===== src/logic/ext_ops_map.svh =====
// offsets, field values and constants for the extended operation decoder
// assumes inclusion by the decoder only
`ifndef EXT_OPS_MAP_SVH
`define EXT_OPS_MAP_SVH
`define OPC_PTR_ADD_HI 8'hE8
`define OPC_MOVE_HI 8'hEB
`define OPC_CALL_W 16'h0014
`define OPC_SECOND_NIBBLE 4'hF
`define PTR_SEL_RETURN 2'h3
`define PTR_RESET 12'h000
`define PC_RESET 21'h0_0000
`define PC_STEP 21'h0_0002
`define INDIRECT_READ_VALUE 8'h00
`endif


===== src/logic/ext_ops_pkg.sv =====
// types shared by the extended operation decoder
// assumes a four-phase instruction cycle supplied by the core
package ext_ops_pkg;
    typedef enum logic [1:0] {
        st_decode,
        st_return_nop,
        st_call_nop,
        st_move_second
    } exec_state_e;
    typedef logic [11:0] data_addr_t;
endpackage : ext_ops_pkg


===== src/logic/extended_pointer_call_move_ops.sv =====
// decode and execute for four extended core operations
// assumes the core gives one instruction word per cycle with a phase-four strobe,
// and that the extension enable bit is a static configuration level
// Behaviour
// [RULE1] upper byte E8h is pointer add; select 11 means add-and-return on pointer 2
// [RULE2] add unsigned 6-bit literal to the full selected pointer and write back
// [RULE3] add-and-return then loads pc from stack top and pops it
// [RULE4] add-and-return takes two cycles, second is a no-operation
// [RULE5] word 0014h decodes as call through working register
// [RULE6] call pushes pc plus 2 onto the return stack first
// [RULE7] pc low from working register, high and upper from their latches
// [RULE8] call takes two cycles, second is a no-operation
// [RULE9] call never alters working register, status flags or bank select
// [RULE10] move is two words: EBh with bit7 clear, then F in top nibble
// [RULE11] move source address is pointer 2 plus unsigned 7-bit offset
// [RULE12] move destination is the 12-bit field of the second word
// [RULE13] both move addresses span the whole 000h to FFFh space
// [RULE14] software must not target pc low or stack top bytes with move
// [RULE15] move source on an indirect register reads as 00h
// [RULE16] extended operations decode only when extension enable is set
// [RULE17] no operation here alters any arithmetic status flag
// [RULE18] move reads in phase four of cycle one, writes in phase four of cycle two
module extended_pointer_call_move_ops (
    input wire logic core_clk,
    input wire logic rst,
    input wire logic extension_enable_bit,
    input wire logic phase4,
    input wire logic [15:0] instr_word,
    input wire logic [20:0] pc,
    input wire logic [7:0] working_register,
    input wire logic [7:0] pc_high_latch,
    input wire logic [4:0] pc_upper_latch,
    input wire logic [20:0] return_stack_top,
    input wire logic [7:0] data_rd,
    input wire logic src_is_indirect,
    output logic [11:0] pointer_register0,
    output logic [11:0] pointer_register1,
    output logic [11:0] stack_frame_pointer,
    output logic pc_load,
    output logic [20:0] pc_load_value,
    output logic stack_push,
    output logic [20:0] stack_push_value,
    output logic stack_pop,
    output logic data_rd_en,
    output logic data_wr_en,
    output logic [11:0] data_addr,
    output logic [7:0] data_wr,
    output logic force_nop,
    output logic status_write_block
);
    import ext_ops_pkg::*;
    `include "ext_ops_map.svh"

    // one packed record holds every register of the block
    typedef struct packed {
        exec_state_e st;
        logic [11:0] ptr0;
        logic [11:0] ptr1;
        logic [11:0] ptr2;
        logic [7:0] move_byte;
        logic rd_wait;
        logic pc_load;
        logic [20:0] pc_val;
        logic push;
        logic [20:0] push_val;
        logic pop;
        logic rd_en;
        logic wr_en;
        logic [11:0] addr;
        logic [7:0] wr_data;
        logic nop;
    } core_s;

    // kind of word seen in the decode state
    typedef enum logic [2:0] {
        op_none,
        op_add,
        op_ret,
        op_call,
        op_move
    } op_kind_e;

    core_s r;
    core_s next_r;

    op_kind_e op;
    logic is_ptr_add;
    logic is_call;
    logic is_move;
    logic is_second;
    logic take_ret;
    logic [1:0] sel;
    logic [5:0] lit6;
    logic [6:0] off7;
    logic [11:0] move_src;
    logic [11:0] move_dst;
    logic [20:0] call_ret_addr;
    logic [20:0] call_target;
    logic [11:0] ptr_now [0:2];
    logic [11:0] ptr_sum [0:2];
    logic [2:0] ptr_hit;

    // decode gated by the enable; disabled means these words fall to the core
    assign is_ptr_add = extension_enable_bit && instr_word[15:8] == `OPC_PTR_ADD_HI; // [RULE1] [RULE16]
    assign is_call = extension_enable_bit && instr_word == `OPC_CALL_W; // [RULE5] [RULE16]
    assign is_move = extension_enable_bit && instr_word[15:8] == `OPC_MOVE_HI && !instr_word[7]; // [RULE10] [RULE16]
    assign is_second = instr_word[15:12] == `OPC_SECOND_NIBBLE; // [RULE10]
    assign sel = instr_word[7:6];
    assign lit6 = instr_word[5:0];
    assign off7 = instr_word[6:0];
    assign take_ret = is_ptr_add && sel == `PTR_SEL_RETURN; // [RULE1]
    assign move_dst = instr_word[11:0]; // [RULE12] [RULE13]
    // 12-bit wrap keeps the sum inside the full data space
    assign move_src = r.ptr2 + {5'h00, off7}; // [RULE11] [RULE13]
    // 21-bit wrap, like the core's own program counter
    assign call_ret_addr = pc + `PC_STEP; // [RULE6]
    assign call_target = {pc_upper_latch, pc_high_latch, working_register}; // [RULE7]

    always_comb begin
        op = op_none;
        if (take_ret) begin
            op = op_ret;
        end else if (is_ptr_add) begin
            op = op_add;
        end else if (is_call) begin
            op = op_call;
        end else if (is_move) begin
            op = op_move;
        end
    end

    assign ptr_now[0] = r.ptr0;
    assign ptr_now[1] = r.ptr1;
    assign ptr_now[2] = r.ptr2;

    // one adder per pointer; select 11 folds onto pointer 2
    genvar g;
    generate
        for (g = 0; g < 3; g = g + 1) begin : g_ptr
            if (g == 2) begin : g_frame
                assign ptr_hit[g] = is_ptr_add && sel[1]; // [RULE1]
            end else begin : g_plain
                assign ptr_hit[g] = is_ptr_add && sel == 2'(g); // [RULE1]
            end
            assign ptr_sum[g] = ptr_now[g] + {6'h00, lit6}; // [RULE2]
        end
    endgenerate

    always_comb begin
        next_r = r;
        next_r.pc_load = 1'b0;
        next_r.push = 1'b0;
        next_r.pop = 1'b0;
        next_r.rd_en = 1'b0;
        next_r.wr_en = 1'b0;
        next_r.nop = 1'b0;
        // memory answers one edge after the strobe, so capture then
        next_r.rd_wait = r.rd_en; // [RULE18]
        if (r.rd_wait) begin
            next_r.move_byte = data_rd; // [RULE18]
        end
        if (phase4) begin
            // decode and execute land on the phase-four edge; read capture and early address do not
            case (r.st)
                st_decode: begin
                    case (op)
                        op_add, op_ret: begin
                            if (ptr_hit[0]) begin
                                next_r.ptr0 = ptr_sum[0]; // [RULE2]
                            end
                            if (ptr_hit[1]) begin
                                next_r.ptr1 = ptr_sum[1]; // [RULE2]
                            end
                            if (ptr_hit[2]) begin
                                next_r.ptr2 = ptr_sum[2]; // [RULE2]
                            end
                            if (op == op_ret) begin
                                next_r.pc_load = 1'b1; // [RULE3]
                                next_r.pc_val = return_stack_top; // [RULE3]
                                next_r.pop = 1'b1; // [RULE3]
                                next_r.st = st_return_nop; // [RULE4]
                            end
                        end
                        op_call: begin
                            next_r.push = 1'b1; // [RULE6]
                            next_r.push_val = call_ret_addr; // [RULE6]
                            // working register only read, never written back
                            next_r.pc_load = 1'b1; // [RULE7] [RULE9]
                            next_r.pc_val = call_target; // [RULE7]
                            next_r.st = st_call_nop; // [RULE8]
                        end
                        op_move: begin
                            // skipped read leaves the preloaded zero in place
                            next_r.rd_en = !src_is_indirect; // [RULE15] [RULE18]
                            next_r.move_byte = `INDIRECT_READ_VALUE; // [RULE15]
                            next_r.addr = move_src; // [RULE11]
                            next_r.st = st_move_second;
                        end
                        default: begin
                            next_r.st = st_decode;
                        end
                    endcase
                end
                st_return_nop: begin
                    next_r.nop = 1'b1; // [RULE4]
                    next_r.st = st_decode;
                end
                st_call_nop: begin
                    next_r.nop = 1'b1; // [RULE8]
                    next_r.st = st_decode;
                end
                st_move_second: begin
                    // second word: destination only, no other data access between
                    if (is_second) begin // [RULE10]
                        next_r.wr_en = 1'b1; // [RULE18]
                        next_r.addr = move_dst; // [RULE12] [RULE13]
                        next_r.wr_data = r.move_byte; // [RULE12]
                    end
                    next_r.st = st_decode;
                end
                default: begin
                    next_r.st = st_decode;
                end
            endcase
        end else if (r.st == st_decode && op == op_move) begin
            // address settles early so the indirect flag is valid at phase four
            next_r.addr = move_src; // [RULE11] [RULE15]
        end
    end

    always_ff @(posedge core_clk or posedge rst) begin
        if (rst) begin
            r <= '{st: st_decode, ptr0: `PTR_RESET, ptr1: `PTR_RESET, ptr2: `PTR_RESET,
                   move_byte: `INDIRECT_READ_VALUE, pc_val: `PC_RESET, push_val: `PC_RESET, default: '0};
        end else begin
            r <= next_r;
        end
    end

    assign pointer_register0 = r.ptr0;
    assign pointer_register1 = r.ptr1;
    assign stack_frame_pointer = r.ptr2;
    assign pc_load = r.pc_load;
    assign pc_load_value = r.pc_val;
    assign stack_push = r.push;
    assign stack_push_value = r.push_val;
    assign stack_pop = r.pop;
    assign data_rd_en = r.rd_en;
    assign data_wr_en = r.wr_en;
    assign data_addr = r.addr;
    assign data_wr = r.wr_data;
    assign force_nop = r.nop;
    // tells the core to keep flags, working register and bank select untouched
    assign status_write_block = op != op_none || r.st != st_decode; // [RULE17] [RULE9]
endmodule : extended_pointer_call_move_ops


===== config.mk =====
export PLATFORM = sky130hd
export DESIGN_NAME = extended_pointer_call_move_ops
export DESIGN_NICKNAME = d
export VERILOG_FILES = /design/src/logic/ext_ops_pkg.sv /design/src/logic/extended_pointer_call_move_ops.sv
export VERILOG_INCLUDE_DIRS = /design/src /design/src/logic
export SDC_FILE = /design/constraint.sdc
export NUM_CORES = 1
export LEC_CHECK = 0
export BUFFER_PORTS_ARGS = -buffer_cell sky130_fd_sc_hd__buf_2
export CAP_MARGIN = 20
export CORE_MARGIN = 2
export CORE_UTILIZATION = 54
export CTS_BUF_LIST = sky130_fd_sc_hd__clkbuf_4 sky130_fd_sc_hd__clkbuf_8
export DETAILED_ROUTE_END_ITERATION = 10
export PLACE_DENSITY = 0.95
export SYNTH_ARGS = -nofsm -noshare
export SYNTH_HDL_FRONTEND = slang
export SYNTH_SLANG_ARGS = --single-unit

===== constraint.sdc =====
create_clock -name core_clk -period 4.5 [get_ports core_clk]
set_clock_uncertainty 0.2 [all_clocks]
set_input_delay 0.675 -clock core_clk [delete_from_list [all_inputs] [get_ports core_clk]]
set_output_delay 0.675 -clock core_clk [all_outputs]
set_load 0.01 [all_outputs]

==> impl_metrics.sql <==
INSERT INTO impl_metrics (metric_group, metric, value, unit) VALUES
('status', 'status', 'finished clean', ''),
('synth', 'netlist.area_leader.share', '42.1', '%'),
('floorplanning', 'initial_core_util', '54.6', '%'),
('place', 'placement.io_buffers', '196', ''),
('sta', 'holdWs', '183', 'ps'),
('worst_setup_path', 'worst-endpoint-arrival', '1900', 'ps'),
('floorplanning', 'total_die_area', '13600', 'um^2'),
('place', 'finalWeightedCongestion', '0.871', ''),
('synth', 'postSynthNetCount', '810', ''),
('global_routing', 'grt_start_max_net_pins', '64', ''),
('final_layout', 'layout.nets', '909', ''),
('worst_setup_path', 'r2r_endpoint', 'stack_push_value[7]$_DFFE_PP0P_', ''),
('route', 'post-route-drc-count', '0', ''),
('power_and_ir_drop', 'power.static_leakage', '0.00387', 'uW'),
('worst_setup_path', 'cpPeakStageDelay', '390', 'ps'),
('clock_tree', 'cts.hold.buffers_added', '0', ''),
('global_routing', 'number_of_global_route_vias_before_repair', '5044', ''),
('final_layout', 'nFillCells', '1035', ''),
('synth', 'synth.top_cells.by_area', 'sky130_fd_sc_hd__dfrtp_1 (42%), sky130_fd_sc_hd__buf_4 (11%), sky130_fd_sc_hd__ha_1 (4.0%)', ''),
('sta', 'min_period_over_period', '61.7', '%'),
('worst_setup_path', 'cp_common_cell', 'sky130_fd_sc_hd__buf_2', ''),
('route', 'postRouteAntennaNets', '0', ''),
('global_routing', 'grt_first_pass_wirelength', '24700', 'um'),
('floorplanning', 'fp.dieH', '117', 'um'),
('synth', 'cell_taking_the_most_area_after_synthesis', 'sky130_fd_sc_hd__dfrtp_1', ''),
('final_layout', 'multiInputGateArea', '3020', 'um^2'),
('worst_setup_path', 'worstPathCellList', 'buf_2 > nor4b_1 > nand3_1 > nor2_1 > nand3b_1 > buf_2', ''),
('synth', 'synth_async_sr_flop_share', '100', '%'),
('clock_tree', 'total_clock_buffers_created_by_cts', '17', ''),
('synth', 'ys_top_cells_by_count', 'sky130_fd_sc_hd__dfrtp_1 (115), sky130_fd_sc_hd__buf_4 (101), sky130_fd_sc_hd__nor2_1 (60)', ''),
('sta', 'grt_setup_unrepaired', 'false', ''),
('clock_tree', 'cts_post_setup_buffers_inserted', '0', ''),
('sta', 'finalSetupViolations', '0', ''),
('clock_tree', 'clock_insertion_delay_at_the_later_pin_of_the_skew_report', '430', 'ps'),
('sta', 'clock.fmax', '360', 'MHz'),
('sta', 'final_hold_viol_count', '0', ''),
('sta', 'final_max_slew_viol_count', '0', ''),
('clock_tree', 'cts_resized', '0', ''),
('clock_tree', 'ctsHtreeMaxLevel', '4', ''),
('clock_tree', 'clock_sinks', '115', ''),
('worst_setup_path', 'worstRegToRegCells', '8', ''),
('route', 'post_drt_via_cell_ratio', '5.55', ''),
('final_layout', 'area.sequential', '2880', 'um^2'),
('global_routing', 'grt_overflow_total', '0', ''),
('place', 'place_hpwl', '11700', 'um'),
('synth', 'number_of_standard_cells_after_synthesis', '693', ''),
('global_routing', 'antenna_found_initial', '0', ''),
('floorplanning', 'std_cell_rows', '41', ''),
('clock_tree', 'cts-root-to-sink-buffers', '2', ''),
('worst_setup_path', 'ff2ff_setup_slack', '1870', 'ps'),
('final_layout', 'drive_above_1_share', '32.2', '%'),
('floorplanning', 'die_x', '117', 'um'),
('sta', 'final_critical_path_setup_slack', '1720', 'ps'),
('clock_tree', 'path_clk_slew', '70', 'ps'),
('sta', 'fin_setup_tns', '0', 'ps'),
('synth', 'yosys_register_bits', '115', ''),
('clock_tree', 'tritoncts', 'done', ''),
('route', 'initial_drc_count', '359', ''),
('sta', 'tightest_slew', '904', 'ps'),
('synth', 'synth_ff_type', 'sky130_fd_sc_hd__dfrtp_1', ''),
('route', 'firstDrtPassIters', '5', ''),
('job', 'timing.max_cap.violations', '0', ''),
('worst_setup_path', 'worstSetupEndpointType', 'output port', ''),
('synth', 'yosys.cell_types.count', '57', ''),
('synth', 'yosysMostFrequentCell', 'sky130_fd_sc_hd__dfrtp_1', ''),
('power_and_ir_drop', 'share_clk_of_total_power', '42.9', '%'),
('route', 'routedWlPerCell', '16.2', 'um'),
('route', 'detail_route.wirelength', '15800', 'um'),
('floorplanning', 'core_area', '12500', 'um^2'),
('final_layout', 'syn_to_final_growth', '11.7', '%'),
('power_and_ir_drop', 'sw_ratio', '24.5', '%');
-- critical path: cells and delay by family --
family	cells	cell delay (ps)
buffers and inverters	2	300
and+or+nand+nor	4	920
-- state kept, by name, indices dropped and copies added, names as in the netlist, 8 cells and up --
signal,flops
pc_load_value,21
stack_push_value,21
data_addr,12
pointer_register0,12
pointer_register1,12
stack_frame_pointer,12
r,11
data_wr,8
-- layer usage --
| layer | up-vias | wire length (um) | global-route usage [%] |
|---|---|---|---|
| li1 | 2565 | - | - |
| met1 | 2609 | 6590 | 29.6 |
| met2 | 212 | 7840 | 38.9 |
| met3 | 32 | 1070 | 6.43 |
| met4 | 0 | 357 | 8.94 |
| met5 | - | 0 | 0 |
-- power groups by stage --
stage / clock network, uW / registers (uW) / logic (uW)
after floorplan: 0 / 1100 / 164
after global placement: 0 / 1110 / 230
after detailed placement: 0 / 1110 / 239
after CTS: 1020 / 1090 / 240
after global routing: 1070 / 1090 / 263
final: 999 / 1090 / 238
-- placed cells by master, fill, tap and decap left out, types with 4 or more instances in the layout --
master                      Yosys  routed
sky130_fd_sc_hd__xor2_1        31      31
sky130_fd_sc_hd__nand4_1       10      10
sky130_fd_sc_hd__nand2_1       43      43
sky130_fd_sc_hd__buf_4        101       8
sky130_fd_sc_hd__a21o_1         5       5
sky130_fd_sc_hd__and3_1         8       8
sky130_fd_sc_hd__and2_1         5       5
sky130_fd_sc_hd__nand3_1       16      16
sky130_fd_sc_hd__nand2b_1       6       6
sky130_fd_sc_hd__inv_1         16      15
sky130_fd_sc_hd__nand3b_1       4       4
sky130_fd_sc_hd__nor4b_1        7       7
sky130_fd_sc_hd__nor2_1        60      60
sky130_fd_sc_hd__clkbuf_8       0      20
sky130_fd_sc_hd__a22oi_1       24      24
sky130_fd_sc_hd__o2bb2ai_1     21      21
sky130_fd_sc_hd__mux2i_1       12      12
sky130_fd_sc_hd__xnor2_1       14      14
sky130_fd_sc_hd__nor3_1         9       8
sky130_fd_sc_hd__o21ai_0       27      27
sky130_fd_sc_hd__ha_1          22      22
sky130_fd_sc_hd__dfrtp_1      115     115
sky130_fd_sc_hd__a31oi_1        4       4
sky130_fd_sc_hd__buf_2          8     196
sky130_fd_sc_hd__nor3b_1        4       4
sky130_fd_sc_hd__a21oi_1       38      38
sky130_fd_sc_hd__a211oi_1       9       9
sky130_fd_sc_hd__o211ai_1       6       6
sky130_fd_sc_hd__mux2_2        12      12
sky130_fd_sc_hd__clkinv_2       0       5
-- logic make-up (layout without fill, tap and decap cells) --
logic type                 Yosys count  in the layout  share of synthesized area [%]
DFF                                115            115                           42.1
buffers and inverters              141            252                           14.0
adders and majority gates           25             25                           4.90
and+or+nand+nor                    188            188                           14.1
xor gates and xnor gates            45             45                           5.76
muxes                               24             24                           3.73
AOI/OAI and AO/OA                  155            155                           15.5
-- worst max path at each step --
stage / to / slack [ps]
finish: status_write_block / 1720
global route: status_write_block / 1600
CTS: status_write_block / 1670
detailed placement: data_addr[9]$_DFFE_PP0P_ / 1400
global placement: data_addr[4]$_DFFE_PP0P_ / 1500
floorplan: data_addr[0]$_DFFE_PP0P_ / 580
-- metrics by stage --
step,total power (uW),instance area [um^2],cells
floorplan,1260,6840,693
global placement,1340,7210,944
detailed placement,1350,7210,944
CTS,2350,7630,975
global route,2430,7640,976
finish,2330,7640,976
-- cell type report --
class / instances / share of cell area (%)
Clock buffer: 21 / 3.70
Clock inverter: 10 / 1.72
Inverter: 16 / 0.819
Multi-Input combinational cell: 437 / 39.5
Sequential cell: 115 / 37.7
Tap cell: 172 / 2.82
Timing Repair Buffer: 205 / 13.8
No activity file was read; power rests on OpenSTA's default activity.
